===== src/pkg/lpts_defs.svh =====
`ifndef LPTS_DEFS_SVH
`define LPTS_DEFS_SVH

// ----------------------------------------------------------------
// timing
// ----------------------------------------------------------------
`define LPTS_CLK_NS        4
`define LPTS_TICK_NS       1000000000
`define LPTS_US_NS         1000
`define LPTS_TICK_CYCLES   (`LPTS_TICK_NS / `LPTS_CLK_NS)
`define LPTS_US_CYCLES     (`LPTS_US_NS / `LPTS_CLK_NS)
`define LPTS_US_MAX        20'd1000000

// ----------------------------------------------------------------
// return mode codes
// ----------------------------------------------------------------
`define LPTS_RM_FIRST      8'h33
`define LPTS_RM_STRONG     8'h37
`define LPTS_RM_LAST       8'h38
`define LPTS_RM_LAST_STR   8'h39
`define LPTS_RM_LAST_FST   8'h3b
`define LPTS_RM_FST_STR    8'h3c

// ----------------------------------------------------------------
// date-time preset and sequence limit
// ----------------------------------------------------------------
`define LPTS_PRESET_YEAR   8'd20
`define LPTS_PRESET_MONTH  8'd5
`define LPTS_PRESET_DAY    8'd20
`define LPTS_SEQ_MAX       24'hffffff

// ----------------------------------------------------------------
// gps packet and point-cloud tail framing
// ----------------------------------------------------------------
`define LPTS_SRC_IP        32'hc0a801c9
`define LPTS_BCAST_IP      32'hffffffff
`define LPTS_BCAST_MAC     48'hffffffffffff
`define LPTS_ETH_TYPE      16'h0800
`define LPTS_IP_VER_LEN    16'h4500
`define LPTS_IP_TOT_LEN    16'h021c
`define LPTS_IP_FLAGS      16'h4000
`define LPTS_IP_TTL        8'd64
`define LPTS_IP_PROTO      8'd17
`define LPTS_UDP_SRC       16'h2710
`define LPTS_UDP_DST       16'h277e
`define LPTS_UDP_LEN       16'h0208
`define LPTS_GPS_SOP       16'hffee
`define LPTS_HDR_BYTES     42
`define LPTS_TIME_END      60
`define LPTS_NMEA_END      160
`define LPTS_RSVD_END      548
`define LPTS_GPS_BYTES     554
`define LPTS_FILL_BYTE     8'hdf
`define LPTS_PC_BYTES      12
`define LPTS_PC_SEQ_BYTES  16

`endif


===== src/pkg/lpts_pkg.sv =====
package lpts_pkg;

    typedef enum logic [2:0] {
        RET_FIRST,
        RET_STRONGEST,
        RET_LAST,
        RET_LAST_STRONGEST,
        RET_LAST_FIRST,
        RET_FIRST_STRONGEST
    } lpts_ret_e;

    typedef struct packed {
        logic [7:0] year;
        logic [7:0] month;
        logic [7:0] day;
        logic [7:0] hour;
        logic [7:0] minute;
        logic [7:0] second;
    } lpts_dt_s;

    typedef struct packed {
        logic [7:0] data;
        logic       last;
        logic       gps;
    } lpts_beat_s;

endpackage : lpts_pkg


===== src/design/lpts_stamper.sv =====
`timescale 1ns/10ps
`include "lpts_defs.svh"
`default_nettype none

// ----------------------------------------------------------------
// byte fifo
// ----------------------------------------------------------------
module lpts_fifo #(
    parameter int W     = 10,
    parameter int DEPTH = 32
) (
    // clock, reset and enable
    input  wire logic         core_clk,
    input  wire logic         rst,
    input  wire logic         clk_en,
    // fill side
    input  wire logic         in_valid,
    output logic              in_ready,
    input  wire logic [W-1:0] in_data,
    // drain side
    output logic              out_valid,
    input  wire logic         out_ready,
    output logic [W-1:0]      out_data
);
    localparam int AW = $clog2(DEPTH);

    logic [W-1:0] mem [DEPTH];
    logic [AW:0]  wr_reg;
    logic [AW:0]  wr_next;
    logic [AW:0]  rd_reg;
    logic [AW:0]  rd_next;
    logic         push;
    logic         pop;

    always_comb begin
        in_ready  = (wr_reg - rd_reg) != (AW+1)'(DEPTH);
        out_valid = wr_reg != rd_reg;
        out_data  = mem[rd_reg[AW-1:0]];
        push      = in_valid && in_ready;
        pop       = out_valid && out_ready;
        wr_next   = wr_reg + (AW+1)'(push);
        rd_next   = rd_reg + (AW+1)'(pop);
    end

    always_ff @(posedge core_clk) begin
        if (rst) begin
            wr_reg <= '0;
            rd_reg <= '0;
        end else if (clk_en) begin
            wr_reg <= wr_next;
            rd_reg <= rd_next;
            if (push) begin
                mem[wr_reg[AW-1:0]] <= in_data;
            end
        end
    end
endmodule : lpts_fifo

// ----------------------------------------------------------------
// time stamper and framer
// ----------------------------------------------------------------
module lpts_stamper #(
    parameter int          TICK_CYCLES = `LPTS_TICK_CYCLES,
    parameter int          LOST_CYCLES = `LPTS_TICK_CYCLES * 3 / 2,
    parameter int          FIFO_DEPTH  = 32,
    parameter logic [47:0] SRC_MAC     = 48'h02_00_00_00_00_01
) (
    // clock, reset, enable
    input  wire logic                 core_clk,
    input  wire logic                 rst,
    input  wire logic                 clk_en,
    // gps receiver
    input  wire logic                 pps_pin,
    input  wire logic                 nmea_valid,
    input  wire lpts_pkg::lpts_dt_s   nmea_time,
    input  wire logic [7:0]           nmea_fix_status,
    // point-cloud control
    input  wire logic                 pc_req,
    input  wire lpts_pkg::lpts_ret_e  ret_mode,
    input  wire logic                 seq_enable,
    output logic                      pc_busy,
    output logic [7:0]                seq_flag_byte,
    // status
    output logic                      pps_locked,
    output logic                      tick_pulse,
    output lpts_pkg::lpts_dt_s        cur_time,
    // byte stream out
    output logic                      out_valid,
    input  wire logic                 out_ready,
    output lpts_pkg::lpts_beat_s      out_beat
);
    localparam int CW = $clog2(LOST_CYCLES + 1);
    localparam int US_CYC = `LPTS_US_CYCLES;

    typedef enum logic [1:0] {ST_IDLE, ST_PC, ST_GPS} lpts_state_e;

    // ------------------------------------------------------------
    // helpers
    // ------------------------------------------------------------
    function automatic logic [7:0] ret_code(input lpts_pkg::lpts_ret_e m);
        unique case (m)
            lpts_pkg::RET_FIRST:           ret_code = `LPTS_RM_FIRST;
            lpts_pkg::RET_STRONGEST:       ret_code = `LPTS_RM_STRONG;
            lpts_pkg::RET_LAST:            ret_code = `LPTS_RM_LAST;
            lpts_pkg::RET_LAST_STRONGEST:  ret_code = `LPTS_RM_LAST_STR;
            lpts_pkg::RET_LAST_FIRST:      ret_code = `LPTS_RM_LAST_FST;
            lpts_pkg::RET_FIRST_STRONGEST: ret_code = `LPTS_RM_FST_STR;
            default:                       ret_code = `LPTS_RM_FIRST;
        endcase
    endfunction : ret_code

    function automatic logic [7:0] month_days(input logic [7:0] y,
                                              input logic [7:0] m);
        // year is offset from 1900, which is a multiple of four
        if (m == 8'h02) begin
            month_days = (y[1:0] == 2'h0) ? 8'h1d : 8'h1c;
        end else if (m == 8'h04 || m == 8'h06 || m == 8'h09 || m == 8'h0b) begin
            month_days = 8'h1e;
        end else begin
            month_days = 8'h1f;
        end
    endfunction : month_days

    function automatic lpts_pkg::lpts_dt_s add_second(
            input lpts_pkg::lpts_dt_s t);
        lpts_pkg::lpts_dt_s r;
        r = t;
        if (t.second < 8'h3b) begin
            r.second = t.second + 8'h01;
        end else begin
            r.second = 8'h00;
            if (t.minute < 8'h3b) begin
                r.minute = t.minute + 8'h01;
            end else begin
                r.minute = 8'h00;
                if (t.hour < 8'h17) begin
                    r.hour = t.hour + 8'h01;
                end else begin
                    r.hour = 8'h00;
                    if (t.day < month_days(t.year, t.month)) begin
                        r.day = t.day + 8'h01;
                    end else begin
                        r.day = 8'h01;
                        if (t.month < 8'h0c) begin
                            r.month = t.month + 8'h01;
                        end else begin
                            r.month = 8'h01;
                            r.year  = t.year + 8'h01;
                        end
                    end
                end
            end
        end
        add_second = r;
    endfunction : add_second

    // ascii pair, lower (units) byte first on the wire
    function automatic logic [15:0] ascii_pair(input logic [7:0] v);
        logic [7:0] w;
        w = v % 8'd100;
        ascii_pair = {8'h30 + (w % 8'd10), 8'h30 + (w / 8'd10)};
    endfunction : ascii_pair

    // ------------------------------------------------------------
    // pps synchroniser and time base
    // ------------------------------------------------------------
    logic               pps_meta_reg;
    logic               pps_sync_reg;
    logic               pps_prev_reg;
    logic [CW-1:0]      cnt_reg,    cnt_next;
    logic               lock_reg,   lock_next;
    logic               have_reg,   have_next;
    lpts_pkg::lpts_dt_s nmea_reg,   nmea_next;
    lpts_pkg::lpts_dt_s time_reg,   time_next;
    logic [7:0]         us_div_reg, us_div_next;
    logic [19:0]        us_reg,     us_next;
    logic               tick;
    logic               pps_rise;

    always_comb begin
        pps_rise    = pps_sync_reg && !pps_prev_reg;
        cnt_next    = cnt_reg + CW'(1);
        lock_next   = lock_reg;
        tick        = 1'b0;
        if (pps_rise) begin
            tick      = 1'b1;
            lock_next = 1'b1;
        end else if (lock_reg && cnt_reg == CW'(LOST_CYCLES - 1)) begin
            tick      = 1'b1;
            lock_next = 1'b0;
        end else if (!lock_reg && cnt_reg >= CW'(TICK_CYCLES - 1)) begin
            tick      = 1'b1;
        end
        if (tick) begin
            cnt_next = '0;
        end
        // a sentence arriving on the tick edge is kept for the next tick
        have_next = nmea_valid || (have_reg && !tick);
        nmea_next = nmea_valid ? nmea_time : nmea_reg;
        time_next = time_reg;
        if (tick) begin
            if (pps_rise && have_reg) begin
                time_next = add_second(nmea_reg);
            end else begin
                time_next = add_second(time_reg);
            end
        end
        us_div_next = (us_div_reg == 8'(US_CYC - 1)) ? 8'h00
                                                     : us_div_reg + 8'h01;
        us_next = us_reg;
        if (us_div_reg == 8'(US_CYC - 1) && us_reg < `LPTS_US_MAX) begin
            us_next = us_reg + 20'h1;
        end
        if (tick) begin
            us_div_next = 8'h00;
            us_next     = 20'h0;
        end
    end

    always_ff @(posedge core_clk) begin
        if (rst) begin
            pps_meta_reg <= 1'b0;
            pps_sync_reg <= 1'b0;
            pps_prev_reg <= 1'b0;
            cnt_reg      <= '0;
            lock_reg     <= 1'b0;
            have_reg     <= 1'b0;
            nmea_reg     <= '0;
            time_reg     <= {`LPTS_PRESET_YEAR, `LPTS_PRESET_MONTH,
                             `LPTS_PRESET_DAY, 24'h000000};
            us_div_reg   <= 8'h00;
            us_reg       <= 20'h0;
        end else if (clk_en) begin
            pps_meta_reg <= pps_pin;
            pps_sync_reg <= pps_meta_reg;
            pps_prev_reg <= pps_sync_reg;
            cnt_reg      <= cnt_next;
            lock_reg     <= lock_next;
            have_reg     <= have_next;
            nmea_reg     <= nmea_next;
            time_reg     <= time_next;
            us_div_reg   <= us_div_next;
            us_reg       <= us_next;
        end
    end

    // ------------------------------------------------------------
    // packet framer
    // ------------------------------------------------------------
    lpts_state_e        state_reg, state_next;
    logic [9:0]         idx_reg,   idx_next;
    logic               gps_pend_reg, gps_pend_next;
    logic               pc_pend_reg,  pc_pend_next;
    logic               seq_on_reg,   seq_on_next;
    logic [23:0]        seq_reg,      seq_next;
    lpts_pkg::lpts_dt_s snap_t_reg,   snap_t_next;
    logic [19:0]        snap_us_reg,  snap_us_next;
    logic [7:0]         snap_rm_reg,  snap_rm_next;
    logic [23:0]        snap_seq_reg, snap_seq_next;
    logic [15:0]        ident_reg,    ident_next;
    logic [335:0]       hdr;
    logic [143:0]       gps_time;
    logic [127:0]       pc_tail;
    logic [7:0]         byte_val;
    logic [9:0]         last_idx;
    logic               beat_valid;
    logic               fifo_ready;
    lpts_pkg::lpts_beat_s beat;

    always_comb begin
        hdr = {`LPTS_BCAST_MAC, SRC_MAC, `LPTS_ETH_TYPE,
               `LPTS_IP_VER_LEN, `LPTS_IP_TOT_LEN, ident_reg,
               `LPTS_IP_FLAGS, `LPTS_IP_TTL, `LPTS_IP_PROTO,
               16'h0000, `LPTS_SRC_IP, `LPTS_BCAST_IP,
               `LPTS_UDP_SRC, `LPTS_UDP_DST,
               `LPTS_UDP_LEN, 16'h0000};
        gps_time = {`LPTS_GPS_SOP,
                    ascii_pair(snap_t_reg.year),
                    ascii_pair(snap_t_reg.month),
                    ascii_pair(snap_t_reg.day),
                    ascii_pair(snap_t_reg.second),
                    ascii_pair(snap_t_reg.minute),
                    ascii_pair(snap_t_reg.hour),
                    snap_us_reg[7:0], snap_us_reg[15:8],
                    {4'h0, snap_us_reg[19:16]}, 8'h00};
        pc_tail = {{7'h00, seq_on_reg},
                   snap_rm_reg, snap_t_reg,
                   snap_us_reg[7:0], snap_us_reg[15:8],
                   {4'h0, snap_us_reg[19:16]}, 8'h00,
                   snap_seq_reg[7:0], snap_seq_reg[15:8],
                   snap_seq_reg[23:16], 8'h00};
        byte_val = 8'h00;
        last_idx = 10'(`LPTS_PC_BYTES - 1);
        if (state_reg == ST_PC) begin
            byte_val = pc_tail[8*(15 - 32'(idx_reg[3:0])) +: 8];
            if (seq_on_reg) begin
                last_idx = 10'(`LPTS_PC_SEQ_BYTES - 1);
            end
        end else begin
            last_idx = 10'(`LPTS_GPS_BYTES - 1);
            if (idx_reg < 10'(`LPTS_HDR_BYTES)) begin
                byte_val = hdr[8*(`LPTS_HDR_BYTES - 1 - 32'(idx_reg)) +: 8];
            end else if (idx_reg < 10'(`LPTS_TIME_END)) begin
                byte_val = gps_time[8*(`LPTS_TIME_END - 1
                                       - 32'(idx_reg)) +: 8];
            end else if (idx_reg < 10'(`LPTS_NMEA_END)) begin
                byte_val = 8'h00;
            end else if (idx_reg < 10'(`LPTS_RSVD_END)) begin
                byte_val = `LPTS_FILL_BYTE;
            end else if (idx_reg == 10'(`LPTS_RSVD_END)) begin
                byte_val = nmea_fix_status;
            end else if (idx_reg == 10'(`LPTS_RSVD_END + 1)) begin
                byte_val = {7'h00, lock_reg};
            end
        end
        beat.data = byte_val;
        beat.last = idx_reg == last_idx;
        beat.gps  = state_reg == ST_GPS;
        beat_valid = state_reg != ST_IDLE;

        // a request landing on the start cycle is kept, not lost
        gps_pend_next = tick || gps_pend_reg;
        pc_pend_next  = pc_req || pc_pend_reg;
        state_next    = state_reg;
        idx_next      = idx_reg;
        seq_on_next   = seq_on_reg;
        seq_next      = seq_reg;
        snap_t_next   = snap_t_reg;
        snap_us_next  = snap_us_reg;
        snap_rm_next  = snap_rm_reg;
        snap_seq_next = snap_seq_reg;
        ident_next    = ident_reg;
        unique case (state_reg)
            ST_IDLE: begin
                snap_t_next  = time_reg;
                snap_us_next = us_reg;
                idx_next     = 10'h000;
                // gps packets win so the one-per-second cadence holds
                if (gps_pend_reg) begin
                    state_next    = ST_GPS;
                    gps_pend_next = tick;
                    ident_next    = ident_reg + 16'h0001;
                end else if (pc_pend_reg) begin
                    state_next    = ST_PC;
                    pc_pend_next  = pc_req;
                    snap_rm_next  = ret_code(ret_mode);
                    seq_on_next   = seq_enable;
                    snap_seq_next = seq_reg;
                    if (seq_enable) begin
                        seq_next = (seq_reg == `LPTS_SEQ_MAX) ? 24'h000000
                                 : seq_reg + 24'h000001;
                    end
                end
            end
            ST_PC, ST_GPS: begin
                if (fifo_ready) begin
                    idx_next = idx_reg + 10'h001;
                    if (beat.last) begin
                        state_next = ST_IDLE;
                    end
                end
            end
        endcase
    end

    always_ff @(posedge core_clk) begin
        if (rst) begin
            state_reg    <= ST_IDLE;
            idx_reg      <= 10'h000;
            gps_pend_reg <= 1'b0;
            pc_pend_reg  <= 1'b0;
            seq_on_reg   <= 1'b0;
            seq_reg      <= 24'h000000;
            snap_t_reg   <= '0;
            snap_us_reg  <= 20'h0;
            snap_rm_reg  <= 8'h00;
            snap_seq_reg <= 24'h000000;
            ident_reg    <= 16'h0000;
        end else if (clk_en) begin
            state_reg    <= state_next;
            idx_reg      <= idx_next;
            gps_pend_reg <= gps_pend_next;
            pc_pend_reg  <= pc_pend_next;
            seq_on_reg   <= seq_on_next;
            seq_reg      <= seq_next;
            snap_t_reg   <= snap_t_next;
            snap_us_reg  <= snap_us_next;
            snap_rm_reg  <= snap_rm_next;
            snap_seq_reg <= snap_seq_next;
            ident_reg    <= ident_next;
        end
    end

    // ------------------------------------------------------------
    // output buffer and status
    // ------------------------------------------------------------
    lpts_fifo #(
        .W     ($bits(lpts_pkg::lpts_beat_s)),
        .DEPTH (FIFO_DEPTH)
    ) u_fifo (
        .core_clk  (core_clk),
        .rst       (rst),
        .clk_en    (clk_en),
        .in_valid  (beat_valid),
        .in_ready  (fifo_ready),
        .in_data   (beat),
        .out_valid (out_valid),
        .out_ready (out_ready),
        .out_data  (out_beat)
    );

    assign pc_busy       = pc_pend_reg || state_reg == ST_PC;
    assign seq_flag_byte = {7'h00, seq_on_reg};
    assign pps_locked    = lock_reg;
    assign tick_pulse    = tick && clk_en;
    assign cur_time      = time_reg;
endmodule : lpts_stamper

`default_nettype wire


===== config.mk =====
export PLATFORM = sky130hd
export DESIGN_NAME = lpts_stamper
export DESIGN_NICKNAME = d
export VERILOG_FILES = /design/src/pkg/lpts_pkg.sv /design/src/design/lpts_stamper.sv
export VERILOG_INCLUDE_DIRS = /design/src /design/src/pkg
export SDC_FILE = /design/constraint.sdc
export NUM_CORES = 1
export LEC_CHECK = 0
export ABC_AREA = 1
export ABC_CLOCK_PERIOD_IN_PS = 5100
export BUFFER_PORTS_ARGS = -buffer_cell sky130_fd_sc_hd__buf_2
export CAP_MARGIN = 20
export CORE_UTILIZATION = 45
export DETAILED_ROUTE_END_ITERATION = 8
export MAX_ROUTING_LAYER = met4
export PLACE_DENSITY_LB_ADDON = 0.1
export SLEW_MARGIN = 10
export SYNTH_ARGS = -nofsm -noshare
export SYNTH_HDL_FRONTEND = slang
export SYNTH_SLANG_ARGS = --single-unit

===== constraint.sdc =====
create_clock -name core_clk -period 5.1 [get_ports core_clk]
set_input_delay 0 -clock core_clk [delete_from_list [all_inputs] [get_ports core_clk]]
set_output_delay 0 -clock core_clk [all_outputs]
set_load 0.01 [all_outputs]

* Word-level counts from Yosys, hierarchy flattened
Memory sizes are Yosys's and may differ from the RTL's. A register that Yosys moved wholly into a read port is not among the register bits.
Index checks and enable logic that the tools add are counted.
** Word-level totals
- Register bits after elaboration :: 325
- Latch bits :: 0
- Bits in writable memories :: 320
- Memory bits (read-only) :: 0
- Bits of input ports :: 67
- Output and inout port bits :: 70
- Logic and storage cells :: 266
- Memories :: 1
** Cells by class
- $add $sub $neg :: 36
- $mul :: 0
- Divide/modulo/power cells :: 18
- Magnitude comparators :: 16
- Eq/ne operators :: 33
- Shift operators :: 3
- Mux-type cells :: 76
- Bitwise operators :: 1
- Reductions and logical operators :: 44
** Memories
- u_fifo.mem :: words 32, width 10, read ports 1, clocked after Yosys merged registers in 1, wr ports 1, line lpts_stamper.sv:27 : logic [W-1:0] mem [DEPTH];
** Operators with widths (count)
- variable part select 336 x 33 -> 8 bit :: 1
- 2-to-1 mux 8 bit :: 30
- variable part select 144 x 33 -> 8 bit :: 1
- variable part select 128 x 33 -> 8 bit :: 1
- adder 8 x 1 -> 8 bit, second input constant :: 13
- adder 6 x 8 -> 8 bit, first input constant :: 12
- 2-to-1 mux 40 bit :: 2
- 2-to-1 mux 24 bit :: 3
- 2-to-1 mux 32 bit :: 2
- divider 8 x 4 -> 8 bit, second input constant :: 6
- remainder unit 8 x 4 -> 8 bit, second input constant :: 6
- remainder unit 8 x 7 -> 8 bit, second input constant :: 6
- 2-to-1 mux 48 bit :: 1
- 2-to-1 mux 20 bit :: 2
- equality test 8 x 3 -> 1 bit, second input constant :: 4
- equality test 8 x 4 -> 1 bit, second input constant :: 4
- < comparator 8 x 6 -> 1 bit, second input constant :: 4
- 2-to-1 mux 16 bit :: 2
- adder 29 x 1 -> 29 bit, second input constant :: 1
- equality test 29 bit, second input constant :: 1
- greater-or-equal comparator 29 x 28 -> 1 bit, second input constant :: 1
- 2-to-1 mux 29 bit :: 1
- adder 24 x 1 -> 24 bit, second input constant :: 1
- equality test 24 bit, second input constant :: 1
- 49 further kinds :: 121

* Logic depth before layout (Yosys ltp)
Gate-level depths: netlist (run 1).
- Depth after elaboration :: 17
- Gate-level depth with buffers :: 39
- Mapped depth without buffers :: 39

* Hierarchy
From an unflattened synthesis (run 1), not the netlist that was laid out.
** Unflattened totals
- Cells, all modules :: 4259
- Area, all modules :: 33801.2 um2
** By module, submodules not included
- lpts_stamper :: instances 1, cells each 3011, area an instance 19670.1 um2, seq. area each 6206.0 um2
- lpts_fifo :: instances 1, cells each 1248, area an instance 14131.1 um2, seq. area each 9949.5 um2

* Least setup slack after synthesis (run 1)
No wires, ideal clock.
- Path kind :: reg-to-reg
- From :: reg snap_t_reg, in the netlist pc_tail[84]
- To :: mem u_fifo.mem[0][5], data pin
- Setup time :: 0.377 ns
- Data arrival time :: 3.864 ns
- Setup slack :: 0.859 ns
- Stages on the path, launching flop included :: 32
- Path buffers :: 0
- Period minus slack after synthesis :: 4.241 ns
- Cell sequence :: dfxtp_1 -> inv_2 -> ha_1 -> nor3_4 -> nand2_4 -> nand3_4 -> nand2_1 -> nand2_2 -> nand3_4 -> nand2_4 -> nand2_2 -> nand2_2 -> nand2_4 -> nand2_2 -> nor2_2 -> nor2_2 -> nand3_1 -> nand2_2 -> nand2_1 -> nand2_2 -> nand2_2 -> nand2_1 -> nand3_2 -> nand2_4 -> nand2_1 -> o21bai_1 -> nand3_1 -> nand3_1 -> nand2_1 -> nand2_1 -> nand2_1 -> a21oi_1
** RTL lines
- start, declared :: line lpts_stamper.sv:256 : lpts_pkg::lpts_dt_s snap_t_reg, snap_t_next;
- start signal, assigned :: line lpts_stamper.sv:386 : snap_t_reg <= snap_t_next;
- end, declared :: line lpts_stamper.sv:27

==> summary by stage, run 1 <==
Outcome
The flow ran to the end, and the final reports show no timing, DRC or antenna violations.

Synth
The count of different cell masters after synthesis is around 80. The share of async-settable or async-resettable flops after synthesis is 0. The post-synthesis sequential area ratio is 0.4861. The dominant cell type by area after synthesis is edfxtp_1. The most common cell in the synthesized netlist is nor2_1. The cell area after synthesis is ~33000 µm². The most used flip-flop cell after synthesis is dfxtp_1. Ranked by instance count, the synthesized netlist is headed by 544 x nor2_1, 519 x o21ai_0, 511 x nand2_1. The cell count after synthesis came out at ~4000.

By area the synthesized netlist is led by edfxtp_1 29%, dfxtp_1 20%, o21ai_0 7.8%, nor2_1 6.1%, nand2_1 5.8%. In this run, synthesis inferred 320 flip-flops with an integrated enable. The synthesized flop and latch total is about 650.

The average cell area after synthesis is between 8 and 9 µm². The Yosys step of the flow raised 0 warnings. The area share of the largest cell type after synthesis is 0.2891.

Route
After detailed routing, the total wire length is between 90 and 100 mm. The average wire length per cell after detail routing is about 19 µm. The number of iterations in the first detailed-routing pass is 6. The routed via count is just under 30000. The number of DRC markers after the initial detailed-route iteration is 2430. After detailed routing, the number of remaining DRC violations is 0. The ratio of routed vias to standard cells is between 5 and 6.

The number of nets with antenna violations after routing is 0.

Floorplanning
In this run the count of I/O pins placed on the die edge is between 100 and 150. The placeable core region is around 73000 µm². The initial core utilization is 0.4555. The width of the die is roughly 270 µm.

The height of the chip is approximately 270 µm. The die area is about 75000 µm². After floorplanning, the core was divided into 99 placement rows.

Timing
The max-slew violation count was 0. Setup repair after global routing left no endpoint under its margin. The minimum clock period after layout is roughly 4200 ps.

The final hold violation count is 0. For the final database, setup skew stands at roughly 52 ps. After routing, the total negative slack on setup checks comes to 0 ps.

The measured slew at the worst slew-check pin is about 1000 ps. The number of setup violations in the final report is 0. For this run, the top clock speed supported by timing is approximately 240 MHz.

Dividing the final minimum period by the clock period gives 0.8315. The headroom to the max-slew limit is 0.3331.

Setup path
The origin of the critical flop-to-flop path is pc_tail[76]. The worst register-to-register path ends at u_fifo.mem[27][4]. The critical path ends at u_fifo.mem[27][4]. The largest fanout on the critical path is 32. The slack of the worst reg-to-reg path is 860 ps. Counting cells, the worst reg-to-reg path comes to 36. The worst setup path startpoint is pc_tail[76]. The critical path data required time is about 5500 ps. The worst setup path is captured at a flop.

In this design, the stage delay of the slowest critical-path cell is ~440 ps. The category of the critical setup timing path is flop to flop. Data on the critical path arrives at its endpoint at roughly 4600 ps. The slowest stage of the critical path belongs to the cell dfxtp_1. The worst setup path is launched from a flop. The cell repeated most along the worst path is nand2_1.

GRT
The largest net degree at the start of global routing is 97. The first global-routing pass estimated ~150 mm of wire. The via count of the first global-routing pass is between 20000 and 30000. Global routing finished with a remaining overflow of 0. The number of antenna violations at the first check in global routing is 1. For this run, the total global-route usage over all layers was measured as 0.2658.

Clocking
The clock tree root buffer cell is clkbuf_16. The clock transition at the registers of the reported paths is roughly 60 ps. No sink is reached through more buffers than the 3 on the longest clock path. The clock latency reported for the late side of the worst-skew pair is between 600 and 700 ps. In this run the post-CTS setup repair buffer count came out at 0. The TritonCTS sink count is 647. The clock tree synthesis step divided the H-tree into 3 levels. The TritonCTS clock tree is yes. The number of buffers added by the clock tree synthesis step is 74.

Layout
The final-stage net count is approximately 4300. The register with the most flip-flops in the layout has 320 of them. The number of fillers in the final layout is slightly below 7000. Of the cells placed in the final design, the portion with a size suffix greater than 1 is 0.1204. The area added between synthesis and finish is 14.81%.

Min path
In this run the worst hold path is classified as input pin to flop.

Pwr
The static power due to leakage is ~15 nW. The total power of the final layout is around 14 mW. The maximum vdd ir drop is ~0.25 mV.

In this run the power density over the cells is 359.6 nW/µm².

Placed design
The global placement routability congestion is just over 0.9. Input and output buffers added on the ports amount to 129. The sum of net half-perimeters after detailed placement is between 60 and 70 mm.

Job
The max-cap violation count is 0.
[layout by cell type, fill, tap and decap left out, types with 11 or more instances in the layout]
| master | netlist | routed |
|---|---|---|
| a211oi_1 | 14 | 14 |
| a21oi_1 | 320 | 318 |
| a31oi_1 | 35 | 35 |
| a32oi_1 | 12 | 12 |
| buf_2 | 3 | 129 |
| buf_4 | 8 | 56 |
| clkbuf_1 | 166 | 13 |
| clkbuf_16 | 0 | 75 |
| clkinv_1 | 7 | 14 |
| clkinv_2 | 2 | 16 |
| conb_1 | 2 | 19 |
| dfxtp_1 | 327 | 323 |
| dlygate4sd3_1 | 1 | 75 |
| edfxtp_1 | 320 | 320 |
| ha_1 | 61 | 60 |
| inv_1 | 363 | 361 |
| inv_2 | 28 | 29 |
| nand2_1 | 511 | 509 |
| nand2_2 | 79 | 81 |
| nand2_4 | 14 | 14 |
| nand3_1 | 196 | 196 |
| nand3_2 | 11 | 11 |
| nand4_1 | 48 | 48 |
| nor2_1 | 544 | 544 |
| nor2_2 | 14 | 14 |
| nor3_1 | 73 | 73 |
| nor4_1 | 17 | 17 |
| o211ai_1 | 17 | 17 |
| o21ai_0 | 519 | 519 |
| o21ai_1 | 17 | 17 |
| o221ai_1 | 73 | 73 |
| o22ai_1 | 20 | 20 |
| xor2_1 | 49 | 49 |
[layout make-up]
cell class,count,area [µm²],share of cell area
timing repair buffer,262,1857,0.04866
multi-input combinational,2814,14830,0.3887
antenna,1,2.502,0.00006558
clock buffer,97,2049,0.05371
clock inverter,40,538.0,0.01410
sequential,647,16160,0.4236
tap,959,1200,0.03145
inverter,401,1515,0.03971
[stage by stage]
stage / instances / instance area, µm² / hold WS (ps) / util / setup slack (ps)
after global placement: 5008 / 34820 / 226.6 / 0.4772 / 1048
after detailed placement: 5008 / 34820 / 251.3 / 0.4772 / 937.9
after floorplan: 4053 / 33300 / 134.9 / - / 858.9
final: 5221 / 38160 / 139.3 / 0.5230 / 859.2
after CTS: 5220 / 38150 / 122.6 / 0.5230 / 923.8
after global routing: 5221 / 38160 / 162.1 / 0.5230 / 427.7
[logic make-up after synthesis]
kind of cell | share of synthesized area
AOI/OAI and AO/OA | 0.1913
other | 0.0002260
buffers and inverters | 0.07033
DFF | 0.4861
adders and majority gates | 0.02297
muxes | 0.0006024
and+or+nand+nor | 0.2116
xor gates and xnor gates | 0.01690
[worst min path at each step]
stage	start	cells past startpoint	slack, ps	endpoint
6_report	pps_pin	4	140	pps_meta_reg
3_5_place_dp	pps_pin	3	250	pps_meta_reg
4_1_cts	pps_pin	4	120	pps_meta_reg
3_3_place_gp	pps_pin	3	230	pps_meta_reg
5_1_grt	pps_pin	4	160	pps_meta_reg
2_1_floorplan	pps_pin	2	130	pps_meta_reg
[metal layers]
layer  share of wire  GRT usage  vias to the layer above
li1                -          -                    14286
met1            0.46     0.3696                    13612
met2            0.45     0.4050                      872
met3           0.063    0.03553                      134
met4           0.022    0.07204                        0
met5               0          -                        -
[repair_timing]
action / CTS / global route
hold endpoints to repair: 73 / 0
hold buffers: 75 / 0
gates resized for setup: 0 / 0
[power by group]
part / leakage (nW) / internal (mW) / total, mW / switching (mW)
clock network: 1.26 / 3.33 / 5.63 / 2.30
registers: 5.60 / 5.71 / 5.82 / 0.112
logic: 7.96 / 0.688 / 2.27 / 1.58
[critical path: cells and delay by family (launching register included)]
family | cells | cell delay, ps
AO/OA/AOI/OAI | 1 | 120
adder cells (fa/ha/maj) | 1 | 210
buffers and inverters | 3 | 540
flip-flops | 1 | 440
AND/OR/NAND/NOR | 31 | 2690
Note: power is estimated with default switching activity, not from simulation.
==> inputs of run 2 (changes only) <==
--- a/config.mk
+++ b/config.mk
@@ -6,8 +6,8 @@
 export SDC_FILE = /design/constraint.sdc
 export NUM_CORES = 1
 export LEC_CHECK = 0
-export ABC_AREA = 1
-export ABC_CLOCK_PERIOD_IN_PS = 5100
+export ABC_AREA = 0
+export ABC_CLOCK_PERIOD_IN_PS = 4300
 export BUFFER_PORTS_ARGS = -buffer_cell sky130_fd_sc_hd__buf_2
 export CAP_MARGIN = 20
 export CORE_UTILIZATION = 45
==> constraint.sdc (replaced) <==
create_clock -name core_clk -period 4.3 [get_ports core_clk]
set_input_delay 0 -clock core_clk [delete_from_list [all_inputs] [get_ports core_clk]]
set_output_delay 0 -clock core_clk [all_outputs]
set_load 0.01 [all_outputs]
==> run 2 against run 1 <==
Compared with the run above:
- non-clock buffer count grew 138
- final cell count shrank 5.9%
- via count shrank 0.25%
- utilization grew 1.3 points
- critical path type unchanged
- largest cell class is now multi-input gates
- highest routed layer unchanged
==> summary by stage, run 2 <==
Synth
The share of async-settable or async-resettable flops after synthesis is 0 (unchanged). The number of flops mapped to enable cells by yosys is 320 (unchanged). Sorting the synthesized cells by area gives the leading types as edfxtp_1 28%, dfxtp_1 19%, mux4_2 7.4%, nand2_1 5.6%, a21oi_1 4.4%. The most common cell in the synthesized netlist is nand2_1. The cell area after synthesis came to 34550 µm² (+4.0%). The area share of the largest cell type after synthesis is 0.2781 (-0.01104). The synthesized flop and latch total was 647 (unchanged).

The most used flip-flop cell after synthesis is dfxtp_1. The count of warnings emitted by yosys came to 0 (unchanged). The post-synthesis sequential area ratio came to 0.4676 (-0.01855). The synthesized instance count is 3581 (-11%).

The count of different cell masters after synthesis is 107 (+35%). The average cell area after synthesis is 9.649 µm² (+17%). Summed over all instances, the cell type with the most area after synthesis is edfxtp_1. By count the netlist is led by 518 x nand2_1, 364 x nor2_1, 327 x dfxtp_1.

Layout
The commonest non-fill, non-tap cell in the layout is nand2_1. The final-stage net count came to 3948 (-8.8%). In the layout the commonest cells are 517 x nand2_1, 363 x nor2_1, 323 x dfxtp_1, 320 x edfxtp_1, 298 x a21oi_1. The flip-flop count of the largest register, all copies and words added is 320 (unchanged).

The share of final-layout standard cells stronger than drive strength 1 is 0.1683 (+0.04795). Compared with the post-synthesis result, the final layout area differs by 17.72%. The post-route standard cell area excluding fillers is 40680 µm² (+6.6%).

The utilization of the core after routing is 0.5356 (+0.01257).

Setup path
The depth of the worst register-to-register path is 15 (-58%). The critical path data arrival time is 4620 ps (about the same). The nature of the critical path startpoint is a flop. The worst register-to-register path ends at u_fifo.mem[23][4]. The sum of buffers and inverters on the critical path is 2 (-1).

The worst register-to-register path begins at pc_tail[84]. The setup path with the least slack is of type flop to flop. The slack of the worst reg-to-reg path is 150 ps (-710 ps). The critical path's top delay family is simple AND/OR/NAND/NOR gates. The worst setup path is captured at a flop.

The critical path data required time is 4770 ps (-720 ps). Traced cell by cell, the critical path runs through inv_1, ha_2, or4b_4, o22a_2, a32oi_1, o22ai_1, nor3_4, a211oi_1, nor4_2, nor2_1, xnor2_1, o221ai_1, nand4_1, a31oi_4, buf_12. The largest fanout on the critical path is 32 (unchanged).

For this design, the slowest cell found on the critical path is or4b_4. The capture point of the critical path is u_fifo.mem[23][4]. The number of stages on the worst setup path was 15 (-58%).

The worst setup path startpoint is pc_tail[84]. The largest incremental delay on the critical path is 530 ps (+90 ps).

Clocking
The TritonCTS sink count was 647 (unchanged). In this run the clock root is driven by a clkbuf_16. The TritonCTS clock tree is yes. The number of H-tree levels is 3 (unchanged). The clock latency reported for the late side of the worst-skew pair is 630 ps (-20 ps).

The number of buffers added by the clock tree synthesis step came to 72 (-2.7%). The number of buffers on the longest clock path is 3 (unchanged). The clock transition at the registers of the reported paths was 60 ps (about the same).

Placed design
The pre-CTS setup slack is 28.37 ps (-909.5 ps). The sum of net half-perimeters after detailed placement was 73.96 mm (+12%). The global placement routability congestion is 0.9176 (about the same). The number of input and output port buffers inserted is 129 (unchanged). The cell area after placement was 37030 µm² (+6.4%).

Timing
The number of setup violations in the final report came to 0 (unchanged). The total negative slack for setup checks is 0 ps (unchanged). The final worst clock skew is 36.88 ps (-15.43 ps). The final hold violation count came to 0 (unchanged).

The max-slew violation count is 0 (unchanged). The top achievable clock speed is 240.9 MHz (+2.2%). The measured slew at the worst slew-check pin was 1023 ps (+25.86 ps).

The final period utilization was 0.9652 (+0.1337). The final worst-path setup slack came to 149.6 ps (-709.6 ps). The minimum clock period after layout is 4150 ps (-90.44 ps). The headroom to the max-slew limit is 0.3183 (-0.01479).

GRT
The number of antenna violations at the first check in global routing is 1 (unchanged). The largest net degree at the start of global routing came to 92 (-5.2%). The overall overflow remaining after global route is 0 (unchanged).

The total global routing track utilization was 0.2757 (+0.009941). The wire length of the first global-routing pass is 162.9 mm (+7.6%). The via count of the first global-routing pass is 27822 (+3.6%).

Pwr
The power density relative to cell area is 339.4 nW/µm² (-5.6%). The static power due to leakage came to 14.24 nW (-3.9%). The maximum vdd ir drop is 0.3174 mV (+28%). The total power of the final layout came to 13.81 mW (+0.62%).

Route
The number of DRC markers after the initial detailed-route iteration is 2332 (-4.0%). The routed via count is 28832 (-0.25%). The number of nets with antenna violations after routing came to 0 (unchanged). The ratio of routed vias to standard cells was 5.869 (+6.0%). The average wire length per cell after detail routing is 21.66 µm (+15%). The number of remaining DRC errors is 0 (unchanged). The number of iterations in the first detailed-routing pass came to 8 (+2).

The total wire length is 106.4 mm (+8.2%).

Floorplanning
The row count is 101 (+2.0%). The placeable core region is 75950 µm² (+4.1%). The initial core utilization is 0.4549 (-0.0005710). The die area was 77890 µm² (+3.9%). The I/O pin total was 137 (unchanged).

The width of the die is 279.1 µm (+2.0%). The height of the chip is 279.1 µm (+2.0%).

Min path
The class of the tightest hold or removal check is input pin to flop.

Outcome
The run finished with clean final reports.

Job
The max-cap violation count is 0 (unchanged).
run 2: changes by cell type in the layout (fill, tap and decap cells not counted), moves of 79 or more:
cell,before,now
nand3_1,196,105
nand2_2,81,2
buf_4,56,164
o21ai_0,519,172
inv_1,361,68
nor2_1,544,363
mux4_2,0,114
run 2: per-layer routing:
| layer | part of all wire | track usage | wire [µm] |
|---|---|---|---|
| met4 | 0.029 | 0.08904 | 3129 |
| met5 | 0 | - | 0 |
| met1 | 0.42 | 0.3400 | 44600 |
| met2 | 0.51 | 0.4738 | 53860 |
| met3 | 0.045 | 0.02745 | 4818 |
run 2: area by class of cell:
class                   count  area, µm²
fillers                  6792      35270
flip-flops and latches    647      16170
repair buffers            400       3068
inverters                  72      270.3
clock inverters            33      354.1
multi-input cells        2627      17480
diodes                      4      10.01
clock buffers             100       2038
well taps                1030       1289
run 2: worst min-delay path by stage:
stage | from | endpoint | slack, ps | cells after the start
detailed placement | nmea_time[10] | nmea_reg[10] | 250 | 3
CTS | nmea_valid | nmea_reg[40] | 0.04 | 5
floorplan | nmea_time[6] | nmea_reg[6] | 140 | 2
global placement | nmea_time[9] | nmea_reg[9] | 240 | 3
global route | nmea_valid | nmea_reg[15] | 90 | 5
finish | nmea_valid | nmea_reg[40] | 50 | 5
run 2: stage by stage:
step | hold WS, ps | cells
floorplan | 136.0 | 3598
global placement | 240.7 | 4670
detailed placement | 245.8 | 4675
CTS | 0.04030 | 4902
global route | 90.24 | 4910
finish | 52.25 | 4913
run 2: kinds of logic after synthesis:
family / Yosys count / synth area share
buffers and inverters: 324 / 0.03661
other: 2 / 0.0002174
and+or+nand+nor: 1366 / 0.1835
DFF: 647 / 0.4676
muxes: 170 / 0.09115
adders and majority gates: 66 / 0.02361
xor gates and xnor gates: 154 / 0.03904
AOI/OAI and AO/OA: 852 / 0.1584
run 2: worst reg2reg max path, delay by kind of cell (launching register included):
kind                     cells  cell delay [ps]
AND/OR/NAND/NOR              5             1730
XOR/XNOR                     1              140
flip-flops                   1              330
AO/OA/AOI/OAI                6             1340
adder cells (fa/ha/maj)      1              230
buffers and inverters        2              250
run 2: timing repair:
item	4_1_cts	5_1_grt
pin swaps	0	8
buffers inserted	0	6
resized for setup	1	44
endpoints found under the hold margin	97	0
hold buffers	94	0
endpoints found under the setup margin	32	128
run 2: where the power goes:
part           internal, mW  leakage, nW  total, mW  switching [mW]
clock network          3.55         1.15       6.16            2.61
registers              6.60         5.57       6.65          0.0557
logic                 0.361         7.52      0.992           0.631
